### src/include/crksc_pkg.sv
// Purpose: shared constants and carriers for the crank sensor conditioner
// Assumes: 20 MHz system clock
// Notes: parameter registers are 8 bits, threshold high nibble, blank low
package crksc_pkg;
	localparam int PARAM_W = 8;
	localparam int CODE_W = 4;
	localparam int THR_MSB = 7;
	localparam int THR_LSB = 4;
	localparam int BLK_MSB = 3;
	localparam int BLK_LSB = 0;
	localparam logic [7:0] RUN_RESET = 8'h0050;
	localparam logic [7:0] CRANK_RESET = 8'h0000;
	localparam logic [3:0] THR_DEFAULT = 4'h0005;
	localparam logic [3:0] THR_MAX = 4'h000F;
	localparam int BLK_SHIFT = 5;
	localparam int WIDTH_W = 24;
	localparam int DIV_W = 8;

	typedef struct packed {
		logic [3:0] thrCode;
		logic [3:0] blankCode;
	} crksc_param_t;

	typedef enum logic [1:0] {
		CRKSC_IDLE,
		CRKSC_BLANK
	} crksc_state_t;
endpackage : crksc_pkg

### src/rtl/crksc_conditioner.sv
// What this block does
// - Manual mode holds separate cranking and running threshold/blanking sets.
// - All-zero cranking register selects running register values.
// - Non-zero cranking register supplies threshold and blanking instead.
// - Threshold code is bits 7..4 of active register; default 0101.
// - Active threshold code drives converter output through one register stage.
// - One-shot blanking after each edge, in 1/32 steps of last high/low pulse.
// - Conditioned comparator result drives the conditioned output pin.
// - Optionally divide conditioned train onto tachometer output.
// - Automatic mode sets threshold from measured input amplitude.
//
// Purpose: digital side of crank reluctance sensor conditioning
// Assumes: comparator result and peak code arrive synchronous to clock
// Notes: blanking step is 1/32 of the reference pulse per code step
`timescale 1ns/1ps
module crksc_conditioner #(
	parameter int WIDTH_W = crksc_pkg::WIDTH_W,
	parameter int DIV_W = crksc_pkg::DIV_W
) (
	// Clock and reset
	input wire logic clock,
	input wire logic rst_n,
	// Parameter sets from the controller
	input wire crksc_pkg::crksc_param_t runParams,
	input wire crksc_pkg::crksc_param_t crankParams,
	// Mode controls
	input wire logic autoMode,
	input wire logic useLowRef,
	input wire logic disableSensor,
	input wire logic tachoEnable,
	input wire logic [DIV_W-1:0] tachoRatio,
	// Analog front end
	input wire logic comparatorIn,
	input wire logic [3:0] peakCode,
	input wire logic zeroCross,
	output logic [3:0] thresholdCode,
	// Status
	output logic crankActive,
	output logic blanking,
	output logic [WIDTH_W-1:0] lastPulseWidth,
	// Pins
	output logic conditioned_pulse_out,
	output logic tacho_pulse_out
);
	typedef struct packed {
		crksc_pkg::crksc_state_t fsm;
		logic outLevel;
		logic [WIDTH_W-1:0] widthCount;
		logic [WIDTH_W-1:0] refWidth;
		logic [WIDTH_W-1:0] blankLeft;
		logic [3:0] thr;
		logic [3:0] autoThr;
		logic crankSel;
	} crksc_state_all_t;

	crksc_state_all_t st;
	crksc_state_all_t next_st;
	crksc_pkg::crksc_param_t active;
	logic [WIDTH_W+3:0] product;
	logic [WIDTH_W-1:0] blankLen;
	logic refLevel;

	// Parameter set selection
	always_comb begin
		if (crankParams != '0)
			active = crankParams;
		else
			active = runParams;
	end

	// Blank length = width * code / 32; zero code means no blanking
	assign product = st.refWidth * active.blankCode;
	assign blankLen = WIDTH_W'(product >> crksc_pkg::BLK_SHIFT);
	// Which level's duration feeds the blanking reference
	assign refLevel = !useLowRef;

	always_comb begin
		next_st = st;
		next_st.crankSel = (crankParams != '0);
		// Automatic threshold: jump to max at zero crossing, then settle
		// toward the measured peak; decay timing is not modelled.
		if (zeroCross)
			next_st.autoThr = crksc_pkg::THR_MAX;
		else if (st.autoThr > active.thrCode && st.autoThr > peakCode)
			next_st.autoThr = st.autoThr - 4'h0001;
		next_st.thr = autoMode ? st.autoThr : active.thrCode;
		if (st.widthCount != '1)
			next_st.widthCount = st.widthCount + WIDTH_W'(1);
		unique case (st.fsm)
			crksc_pkg::CRKSC_IDLE: begin
				if (!disableSensor && comparatorIn != st.outLevel) begin
					next_st.outLevel = comparatorIn;
					next_st.widthCount = WIDTH_W'(1);
					if (st.outLevel == refLevel)
						next_st.refWidth = st.widthCount;
					if (blankLen != '0) begin
						next_st.fsm = crksc_pkg::CRKSC_BLANK;
						next_st.blankLeft = blankLen;
					end
				end
			end
			crksc_pkg::CRKSC_BLANK: begin
				// Edges ignored while the one-shot runs
				if (st.blankLeft <= WIDTH_W'(1))
					next_st.fsm = crksc_pkg::CRKSC_IDLE;
				else
					next_st.blankLeft = st.blankLeft - WIDTH_W'(1);
			end
			default: next_st.fsm = crksc_pkg::CRKSC_IDLE;
		endcase
		if (disableSensor) begin
			next_st.outLevel = 1'b0;
			next_st.fsm = crksc_pkg::CRKSC_IDLE;
		end
	end

	always_ff @(posedge clock) begin
		if (!rst_n) begin
			st <= '0;
			st.fsm <= crksc_pkg::CRKSC_IDLE;
			st.thr <= crksc_pkg::THR_DEFAULT;
			st.autoThr <= crksc_pkg::THR_MAX;
		end else begin
			st <= next_st;
		end
	end

	// Tachometer divider
	crksc_tacho_div #(
		.DIV_W(DIV_W)
	) u_div (
		.clock(clock),
		.rst_n(rst_n),
		.enable(tachoEnable),
		.ratio(tachoRatio),
		.pulseIn(st.outLevel),
		.pulseOut(tacho_pulse_out)
	);

	assign conditioned_pulse_out = st.outLevel;
	assign thresholdCode = st.thr;
	assign crankActive = st.crankSel;
	assign blanking = (st.fsm == crksc_pkg::CRKSC_BLANK);
	assign lastPulseWidth = st.refWidth;
endmodule : crksc_conditioner

### src/rtl/crksc_tacho_div.sv
// Purpose: divides the conditioned pulse train for the tachometer pin
// Assumes: pulseIn synchronous to clock
// Notes: divide ratio 0 or 1 passes the train through
`timescale 1ns/1ps
module crksc_tacho_div #(
	parameter int DIV_W = crksc_pkg::DIV_W
) (
	// Clock and reset
	input wire logic clock,
	input wire logic rst_n,
	// Control
	input wire logic enable,
	input wire logic [DIV_W-1:0] ratio,
	// Pulse train
	input wire logic pulseIn,
	output logic pulseOut
);
	typedef struct packed {
		logic [DIV_W-1:0] count;
		logic prevIn;
		logic out;
	} crksc_div_state_t;

	crksc_div_state_t st;
	crksc_div_state_t next_st;

	// Toggle out every ratio rising edges; output period is 2*ratio input
	always_comb begin
		next_st = st;
		next_st.prevIn = pulseIn;
		if (!enable) begin
			next_st.out = 1'b0;
			next_st.count = '0;
		end else if (ratio <= DIV_W'(1)) begin
			next_st.out = pulseIn;
		end else if (pulseIn && !st.prevIn) begin
			if (st.count >= ratio - DIV_W'(1)) begin
				next_st.count = '0;
				next_st.out = !st.out;
			end else begin
				next_st.count = st.count + DIV_W'(1);
			end
		end
	end

	always_ff @(posedge clock) begin
		if (!rst_n)
			st <= '0;
		else
			st <= next_st;
	end

	assign pulseOut = st.out;
endmodule : crksc_tacho_div

### config.mk
export PLATFORM = sky130hd
export DESIGN_NAME = crksc_conditioner
export DESIGN_NICKNAME = d
export VERILOG_FILES = /design/src/include/crksc_pkg.sv /design/src/rtl/crksc_conditioner.sv /design/src/rtl/crksc_tacho_div.sv
export SDC_FILE = /design/constraint.sdc
export NUM_CORES = 1
export LEC_CHECK = 0
export BUFFER_PORTS_ARGS = -buffer_cell sky130_fd_sc_hd__buf_2
export CAP_MARGIN = 20
export CORE_AREA = 2 2 122 124
export DETAILED_ROUTE_END_ITERATION = 6
export DIE_AREA = 0 0 124 126
export PLACE_DENSITY = 0.89
export SYNTH_ARGS = -nofsm -noshare
export SYNTH_HDL_FRONTEND = slang
export SYNTH_SLANG_ARGS = --single-unit
### constraint.sdc
create_clock -name clock -period 8.7 [get_ports clock]
set_clock_uncertainty 0.2 [all_clocks]
set_input_delay 0.87 -clock clock [delete_from_list [all_inputs] [get_ports clock]]
set_output_delay 0.87 -clock clock [all_outputs]
set_load 0.005 [all_outputs]
==> qor.yml, run 1 <==
antenna_found_initial: 0
total_power_mw: 0.863
hpwlAfterDp_mm: 15.6
cap_violations: 0
end_kind: "register"
slew_headroom_pct: 30.7
netlist_area_um2: 8660
antenna_left: 0
antenna_cells: 0
die_y_um: 126
yosys_warnings: 0
clk_path_buf_depth: 2
syn_nets: 1282
synth_top_family_by_area: "simple AND/OR/NAND/NOR gates"
cts-root-buf: "clkbuf_16"
synth_compound_gate_area_share_pct: 17.7
viasPerCell: 5.98
initial_core_util_pct: 60.5
synth_ff_type: "dfxtp_1"
synth-edff-count: 0
drtIter0Drc: 680
seq_area_frac_synth_pct: 21.5
grt_max_degree: 41
worst_slack_ns: 1.12
cts_tree: "yes"
instances_no_fill: 1343
synth-adder-area-share_pct: 17.6
hp-class: "register to register"
syn_area_per_cell_um2: 7.53
min_period_ns: 7.58
cts_hold_buf: 0
die_x_um: 124
rsz0062_at_grt: "no"
vias: 8026
syn_inst: 1150
critPathTopFamily: "simple AND/OR/NAND/NOR gates"
numPortBuffers: 67
critPathMaxStageDelay_ns: 0.63
dp.cells: 1329
holdWs_ns: 0.279
synth_commonest_cells: "169 x nand2_1, 104 x inv_1, 93 x dfxtp_1, 84 x a21oi_1, 84 x nor2_1"
path_max_fanout: 24
wire_per_inst_um: 15.5
muxShareOfSynthArea_pct: 1.27
cts_resized: 0
drive_above_1_share_pct: 8.37
row_count: 44
synth-simple-area-share_pct: 26.6
synthArstFlopShare_pct: 0
tightestPinTransition_ns: 1.03
synth-seq-cells: 93
slew_violations: 0
ys_top_cells_by_area: "dfxtp_1 21%, fa_1 9.9%, ha_1 7.7%"
area_growth_pct: 5.36
dpl_worst_slack_ns: 0.841
required_ns: 8.69
critPathBufInv: 2
cts_buffers: 9
synth_xor_area_share_pct: 6.07
io_pins: 68
path_cells: "buf_2 > or4_4 > or3_1 > nor3_1 > a21o_1 > nand2_1 > fa_1 > fa_1 > inv_1 > ha_1 > and4_1 > a31o_2 > or2_1 > o21ai_1 > xnor2_1 > a311oi_1 > nand4_1 > or4_4 > o21ai_2 > a221oi_1"
die_area_um2: 15600
post_dp_cell_area_um2: 8860
first_global_vias: 7485
setup_viol: 0
path_class: "input pin to register"
fmax_ghz: 0.132
core-area_um2: 14300
routed_wirelength_mm: 20.8
synth_top_cell_by_area: "dfxtp_1"
overflow: 0
clk_latency_ns: 0.35
routabilityCongestion: 0.943
status: "finished, final reports clean"
post-route-util_pct: 63.8
grtUsageTotal_pct: 27.1
cts_max_level: 3
grt_pass1_wl_mm: 34.8
period_share_pct: 87.2
peakVddDrop_uv: 112
nets: 1289
hold_viol: 0
synth_top_area_share_pct: 21.5
first_pass_iters: 6
finalSetupTns_ns: 0
cp_slowest_cell: "a21o_1"
clk_pin_slew_ns: 0.06
design_area_um2: 9130
drc: 0
clock-sinks: 93
leakagePower_nw: 4.14
critPathArrivalTime_ns: 7.58
synth.most_common_cell: "nand2_1"
synth.distinct_cells: 71
powerDensity_nw_per_um2: 94.6
crit_path_start_kind: "input pin"
cts_setup_buffers: 0
==> layout make-up <==
| class | count | area [um^2] |
|---|---|---|
| fill | 1223 | 5190 |
| inverter | 105 | 394 |
| multi-input combinational | 874 | 6000 |
| timing repair buffer | 74 | 392 |
| sequential | 93 | 1860 |
| clock buffer | 10 | 239 |
| tap | 184 | 230 |
| clock inverter | 3 | 15.0 |
==> metal layers <==
layer / vias to the layer above / routed length (um) / track usage (%)
met2: 263 / 10000 / 44.7
met1: 3774 / 9190 / 36.7
met5: - / 0 / 0
met4: 0 / 583 / 10.2
li1: 3933 / - / -
met3: 56 / 1060 / 2.76
==> layout by cell type, fill, tap and decap left out, types with 8 or more instances in the layout <==
cell	synthesis	final
ha_1	53	53
xor2_1	33	33
nor4_1	15	15
o21ai_0	37	37
fa_1	43	43
buf_2	2	67
nand4_1	25	25
and3_1	8	8
nor2b_1	25	25
dfxtp_1	93	93
or3_1	13	13
clkbuf_16	0	9
nor3_1	26	26
a21oi_1	84	84
nand2_1	169	169
nor2_1	84	84
o22ai_1	11	11
xnor2_1	27	27
a211oi_1	10	10
mux2i_1	11	11
nand3_1	27	27
inv_1	104	104
a21o_1	20	20
and2_1	49	49
==> worst register-to-register path, stage by stage, from the launching register on <==
cell and delay, ns:
dfxtp_1 0.35, and2_1 0.17, fa_1 0.53, inv_1 0.05, fa_1 0.52, inv_1 0.04
ha_1 0.42, a211oi_1 0.26, nor2_1 0.12, o31ai_1 0.41, a311oi_2 0.18, or3_1 0.35
a211oi_1 0.25, nand3_1 0.14, or4_4 0.45, o21ai_2 0.54, a221oi_1 0.19
==> logic make-up (layout without fill, tap and decap cells) <==
logic type	count (synthesis)	in the layout
AO/OA/AOI/OAI	238	238
XOR/XNOR	60	60
adder cells (fa/ha/maj)	96	96
buffers and inverters	183	192
flip-flops	93	93
multiplexers	11	11
AND/OR/NAND/NOR	469	469
==> power by group <==
group          internal (mW)  total [mW]  switching [mW]  leakage [nW]
clock                  0.195       0.355           0.160         0.130
combinational         0.0251      0.0747          0.0496          3.26
sequential             0.430       0.433         0.00367         0.751
total                  0.650       0.863           0.214          4.14
==> registers in the layout (all words and copies together), names as in the netlist <==
| signal | flops |
|---|---|
| thresholdCode | 4 |
| st | 53 |
| u_div.st | 9 |
| u_div.pulseOut | 1 |
| crankActive | 1 |
| conditioned_pulse_out | 1 |
| lastPulseWidth | 24 |
==> path summary, 6_finish.rpt <==
path | depth (start not counted) | end | from | slack [ns]
worst max-delay path | 20 | st[18] | crankParams[3] | 1.12
worst min-delay path | 2 | lastPulseWidth[9] | st[66] | 0.28
worst max register to register | 16 | st[18] | lastPulseWidth[3] | 3.36
worst min register to register | 2 | lastPulseWidth[9] | st[66] | 0.28
Note: power is estimated with default switching activity, not from simulation.
==> run 2, diff against run 1 <==
--- a/config.mk
+++ b/config.mk
@@ -5,12 +5,13 @@
 export SDC_FILE = /design/constraint.sdc
 export NUM_CORES = 1
 export LEC_CHECK = 0
+export ABC_AREA = 1
 export BUFFER_PORTS_ARGS = -buffer_cell sky130_fd_sc_hd__buf_2
 export CAP_MARGIN = 20
 export CORE_AREA = 2 2 122 124
 export DETAILED_ROUTE_END_ITERATION = 6
 export DIE_AREA = 0 0 124 126
-export PLACE_DENSITY = 0.89
+export PLACE_DENSITY = 0.8
 export SYNTH_ARGS = -nofsm -noshare
 export SYNTH_HDL_FRONTEND = slang
 export SYNTH_SLANG_ARGS = --single-unit
==> qor.yml, run 2 <==
status: "finished, final reports clean"
clk_pin_slew_ns: 0.06  # about the same
cts_setup_buffers: 0  # unchanged
synth_top_area_share_pct: 21.6  # +0.072 points
initial_core_util_pct: 60.3  # -0.20 points
cap_violations: 0  # unchanged
netlist_area_um2: 8630  # -0.33%
slew_violations: 0  # unchanged
leakagePower_nw: 4.51  # +9.0%
vias: 8046  # +0.25%
cp_slowest_cell: "a21oi_2"
fmax_ghz: 0.152  # +15%
final_common_cell: "inv_1"
first_pass_iters: 5  # -1
synth.most_common_cell: "inv_1"
grt_pass1_wl_mm: 33.8  # -2.8%
synthArstFlopShare_pct: 0  # unchanged
cts_buffers: 9  # unchanged
crit_path_start_kind: "input pin"
synth_commonest_cells: "253 x inv_1, 235 x nor2_1, 230 x nand2_1, 93 x dfxtp_1, 90 x a21oi_1"
die_area_um2: 15600  # unchanged
routed_wirelength_mm: 20.1  # -3.7%
path_max_fanout: 22  # -8.3%
ys_top_cells_by_area: "dfxtp_1 22%, inv_1 11%, nor2_1 10%"
end_kind: "register"
grtUsageTotal_pct: 26.7  # -0.41 points
cts_hold_buf: 0  # unchanged
clock-sinks: 93  # unchanged
min_period_ns: 6.60  # -0.985 ns
die_y_um: 126  # unchanged
antenna_cells: 0  # unchanged
critPathBufInv: 4  # +2
hold_viol: 0  # unchanged
drive_above_1_share_pct: 7.57  # -0.80 points
hpwlAfterDp_mm: 16.1  # +3.2%
fillCellCount: 1341  # +9.6%
area_growth_pct: 6.19
syn_nets: 1463  # +14%
cts-root-buf: "clkbuf_16"
syn_area_per_cell_um2: 6.49  # -14%
drc: 0  # unchanged
antenna_found_initial: 0  # unchanged
top_usage_layer: "met2"
drtIter0Drc: 420  # -38%
layout_common_cells: "253 x inv_1, 235 x nor2_1, 230 x nand2_1"
critPathMaxStageDelay_ns: 0.81  # +0.18 ns
path_class: "input pin to register"
routabilityCongestion: 0.915  # -3.0%
finalSetupTns_ns: 0  # unchanged
period_share_pct: 75.8  # -11 points
largest-register: "st"
grt_max_degree: 57  # +39%
syn_inst: 1331  # +16%
required_ns: 8.79  # +0.10 ns
yosys_warnings: 0  # unchanged
io_pins: 68  # unchanged
cts_max_level: 3  # unchanged
core-area_um2: 14300  # unchanged
rsz0062_at_grt: "no"
peakVddDrop_uv: 100  # -10%
design_area_um2: 9170  # +0.45%
largest_reg_flops: 53  # unchanged
first_global_vias: 7552  # +0.90%
synth_ff_type: "dfxtp_1"
synth_top_cell_by_area: "dfxtp_1"
tightestPinTransition_ns: 1.03  # -0.00372 ns
cts_resized: 0  # unchanged
row_count: 44  # unchanged
wire_per_inst_um: 13.0  # -16%
critPathArrivalTime_ns: 6.69  # -0.89 ns
grt_util_met1_pct: 34.3  # -2.3 points
synth-seq-cells: 93  # unchanged
numPortBuffers: 67  # unchanged
powerDensity_nw_per_um2: 126  # +34%
overflow: 0  # unchanged
synth-edff-count: 0  # unchanged
critical_path.most_common_cell: "nand2_1"
viasPerCell: 5.21  # -13%
post_dp_cell_area_um2: 8890  # +0.37%
clk_latency_ns: 0.35  # about the same
critPathTopFamily: "simple AND/OR/NAND/NOR gates"
hp-class: "register to register"
slew_headroom_pct: 31.5  # +0.78 points
synth.distinct_cells: 42  # -41%
gr-usage-met2_pct: 45.2  # +0.55 points
nets: 1488  # +15%
cts_tree: "yes"
gr-usage-met3_pct: 2.90  # +0.14 points
seq_area_frac_synth_pct: 21.6  # +0.072 points
setup_viol: 0  # unchanged
clk_path_buf_depth: 2  # unchanged
die_x_um: 124  # unchanged
antenna_left: 0  # unchanged
==> run 2: cell types whose count changed in the layout (fill, tap and decap cells not counted), sizes merged, moves of 10 or more <==
cell    before  now
o21ai       44   74
nor2b       25    0
nand2      169  238
or3         13    1
nor2        84  236
nand3       27   38
nand4       25   13
a21o        20    9
a211oi      10    0
mux2i       11    0
and2        50    0
inv        105  253
==> run 2: layout make-up <==
class	count	area [um^2]	share of cell area, %
sequential	93	1860	20.3
tap	184	230	2.51
inverter	255	957	10.4
multi-input combinational	924	5470	59.7
clock inverter	4	26.3	0.287
timing repair buffer	73	388	4.23
clock buffer	11	233	2.54
==> run 2: per-layer routing <==
layer,vias up,routed length [um]
li1,4178,-
met1,3651,9230
met2,175,9500
met3,42,673
met4,0,669
met5,-,0
==> run 2: kinds of logic (layout without fill, tap and decap cells) <==
kind of cell / Yosys count / in the layout / share of synthesized area [%]
AND/OR/NAND/NOR: 568 / 568 / 27.0
adder cells (fa/ha/maj): 96 / 96 / 17.6
AO/OA/AOI/OAI: 215 / 215 / 14.1
flip-flops: 93 / 93 / 21.6
XOR/XNOR: 45 / 45 / 4.56
buffers and inverters: 314 / 343 / 15.1
==> run 2: tightest hold or removal path: cells and delay by family, from the launching register on <==
family | cells | cell delay [ns]
simple gates | 2 | 0.12
flops | 1 | 0.32
==> run 2: worst paths after layout <==
kind	startpoint	endpoint	slack [ns]	cells after the start
worst max-delay path	crankParams[2]	st[29]	2.10	28
worst min register to register	st[32]	st[32]	0.28	2
worst max register to register	lastPulseWidth[7]	st[29]	3.38	24
worst min-delay path	st[32]	st[32]	0.28	2
==> run 2: report_power, final <==
part	internal (mW)	switching, mW
clock network	0.192	0.160
registers	0.450	0.0236
logic	0.123	0.211
total	0.764	0.394
==> run 2: stage by stage <==
stage / hold WS, ns / setup WS [ns] / util (%) / total power, mW / std cells
final: 0.280 / 2.10 / 64.1 / 1.16 / 1544
after global routing: 0.322 / 1.44 / 64.1 / 1.24 / 1544
after CTS: 0.285 / 1.98 / 64.0 / 1.16 / 1543
after detailed placement: 0.272 / 1.62 / 62.1 / 0.811 / 1528
after global placement: 0.266 / 1.83 / 62.1 / 0.803 / 1528
after floorplan: 0.255 / 3.48 / - / 0.740 / 1331
==> run 3, diff against run 2 <==
--- a/config.mk
+++ b/config.mk
@@ -5,13 +5,13 @@
 export SDC_FILE = /design/constraint.sdc
 export NUM_CORES = 1
 export LEC_CHECK = 0
-export ABC_AREA = 1
+export ABC_AREA = 0
 export BUFFER_PORTS_ARGS = -buffer_cell sky130_fd_sc_hd__buf_2
 export CAP_MARGIN = 20
-export CORE_AREA = 2 2 122 124
+export CORE_AREA = 2 2 128 130
 export DETAILED_ROUTE_END_ITERATION = 6
-export DIE_AREA = 0 0 124 126
-export PLACE_DENSITY = 0.8
+export DIE_AREA = 0 0 130 132
+export PLACE_DENSITY = 0.77
 export SYNTH_ARGS = -nofsm -noshare
 export SYNTH_HDL_FRONTEND = slang
 export SYNTH_SLANG_ARGS = --single-unit
==> constraint.sdc (replaced) <==
create_clock -name clock -period 5.7 [get_ports clock]
set_clock_uncertainty 0.2 [all_clocks]
set_input_delay 0.57 -clock clock [delete_from_list [all_inputs] [get_ports clock]]
set_output_delay 0.57 -clock clock [all_outputs]
set_load 0.005 [all_outputs]
==> qor.yml, run 3 (synthesis gave the netlist of run 1 again) <==
failed_checks: "setup timing"
wire_per_inst_um: 16.7  # +29%
cap_violations: 0  # unchanged
row_count: 46  # +4.5%
hp-class: "input pin to register"
die_area_um2: 17200  # +9.8%
critPathBufInv: 10  # +6
critical_path.most_common_cell: "buf_4"
rsz0062_at_grt: "yes"
slew_headroom_pct: 27.1  # -4.5 points
drc: 0  # unchanged
wl_met2_mm: 12.7  # +34%
antenna_left: 0  # unchanged
internal_power_mw: 1.06  # +38%
wirelength_met1_mm: 10.6  # +15%
min_period_ns: 6.18
critPathArrivalTime_ns: 6.23  # -0.46 ns
critPathTopFamily: "simple AND/OR/NAND/NOR gates"
cts_hold_buf: 0  # unchanged
pwr-share-clk_pct: 43.4  # +13 points
largest_reg_flops: 53  # unchanged
overflow: 0  # unchanged
grt_pass1_wl_mm: 40.3  # +19%
clock-sinks: 93  # unchanged
wl_met3_mm: 1.62  # +140%
antenna_found_initial: 0  # unchanged
powerDensity_nw_per_um2: 127  # +0.69%
clk_pin_slew_ns: 0.07  # about the same
initial_core_util_pct: 55.1  # -5.2 points
cts_buffers: 9  # unchanged
grtUsageTotal_pct: 28.7  # +2.0 points
core-area_um2: 15700  # +9.8%
path_max_fanout: 6  # -73%
design_area_um2: 11200  # +22%
antenna_cells: 0  # unchanged
cts-root-buf: "clkbuf_16"
end_kind: "register"
instances_no_fill: 1554  # +0.65%
period_share_pct: 108
io_pins: 68  # unchanged
largest-register: "st"
hold_viol: 0  # unchanged
die_y_um: 132  # +4.8%
path_class: "input pin to register"
grt_max_degree: 41  # -28%
vias: 9061  # +13%
p_seq_share_pct: 46.4  # +5.5 points
dpl_worst_slack_ns: -0.723  # -2.35 ns
routed_wirelength_mm: 26.0  # +30%
required_ns: 5.75  # -3.04 ns
leakagePower_nw: 5.08  # +13%
holdWs_ns: 0.216  # -0.0641 ns
area_growth_pct: 29.4
dp.cells: 1504  # -1.6%
routabilityCongestion: 0.949  # +3.8%
top_layer: "met4"
swShare_pct: 26.0  # -8.1 points
die_x_um: 130  # +4.8%
setup_viol: 25  # +25
hpwlAfterDp_mm: 17.8  # +11%
worst_slack_ns: -0.482  # -2.58 ns
critPathMaxStageDelay_ns: 0.52  # -0.29 ns
status: "complete, but fails checks"
cts_tree: "yes"
slew_violations: 0  # unchanged
nets: 1465  # -1.5%
first_global_vias: 8739  # +16%
cts_max_level: 3  # unchanged
fmax_ghz: 0.162
final_common_cell: "buf_4"
viasPerCell: 5.83  # +12%
post_dp_cell_area_um2: 10100  # +13%
layout_common_cells: "168 x buf_4, 166 x nand2_1, 93 x inv_1, 93 x dfxtp_1, 81 x nor2_1"
cp_slowest_cell: "or4_4"
peakVddDrop_uv: 150  # +49%
switching_power_mw: 0.371  # -6.1%
numPortBuffers: 67  # unchanged
first_pass_iters: 5  # unchanged
drtIter0Drc: 754  # +80%
clk_path_buf_depth: 2  # unchanged
drive_above_1_share_pct: 27.6  # +20 points
crit_path_start_kind: "input pin"
p_comb_share_pct: 10.2  # -19 points
tightestPinTransition_ns: 1.09  # +0.0628 ns
clk_latency_ns: 0.36  # about the same
-- run 3: cell count changes in the layout (fill, tap and decap cells not counted), moves of 21 or more --
cell | previous run | this run
nor2_1 | 235 | 81
buf_4 | 5 | 168
nand2_1 | 230 | 166
and2_1 | 0 | 43
nor2b_1 | 0 | 25
o21ai_0 | 72 | 26
inv_1 | 253 | 93
a21oi_1 | 88 | 67
-- run 3: routing by layer --
metal	vias up	GRT usage, %
met1	4233	35.8
met3	116	3.77
met4	0	11.4
li1	4297	-
met5	-	0
met2	415	49.8
-- run 3: final timing paths --
kind,from,endpoint,slack (ns),depth (start not counted)
setup / recovery,crankParams[4],st[21],-0.48,27
hold / removal,disableSensor,st[82],0.22,2
setup reg to reg,lastPulseWidth[0],st[13],0.70,18
hold reg to reg,st[16],st[16],0.26,2
-- run 3: final cells by class --
type | count | area (um^2)
timing repair buffer | 250 | 1820
multi-input combinational | 874 | 6560
clock inverter | 6 | 70.1
sequential | 93 | 1860
inverter | 105 | 394
clock buffer | 10 | 229
tap | 216 | 270
fill | 1156 | 4510
-- run 3: power by group through the flow --
| stage | sequential (mW) | clock [mW] | combinational [mW] |
|---|---|---|---|
| detailed placement | 0.676 | 0 | 0.130 |
| global placement | 0.676 | 0 | 0.125 |
| floorplan | 0.674 | 0 | 0.0782 |
| finish | 0.662 | 0.619 | 0.145 |
| CTS | 0.661 | 0.625 | 0.139 |
| global route | 0.662 | 0.652 | 0.158 |
-- run 3: per-stage QoR --
| step | utilization (%) | setup TNS (ns) | total power, mW |
|---|---|---|---|
| 5_1_grt | 71.3 | -14.76 | 1.47 |
| 3_5_place_dp | 64.1 | -16.68 | 0.806 |
| 3_3_place_gp | 64.1 | -13.74 | 0.801 |
| 4_1_cts | 68.9 | -4.46 | 1.42 |
| 6_report | 71.3 | -9.94 | 1.43 |
| 2_1_floorplan | - | -9.19 | 0.752 |
-- run 3: worst register-to-register path: cells and delay by family, from the launching register on --
kind,cells,cell delay (ns)
buffers and inverters,4,0.57
AO/OA/AOI/OAI,4,0.70
AND/OR/NAND/NOR,5,1.26
flip-flops,1,0.51
XOR/XNOR,1,0.14
multiplexers,1,0.18
adder cells (fa/ha/maj),3,1.38
-- run 3: timing repair --
item / in CTS / in global routing
endpoints found under the setup margin: 25 / 25
setup buffers: 18 / 14
pin swaps: 23 / 21
cloned: 1 / 0
endpoints found under the hold margin: 0 / 0
resized for setup: 62 / 60
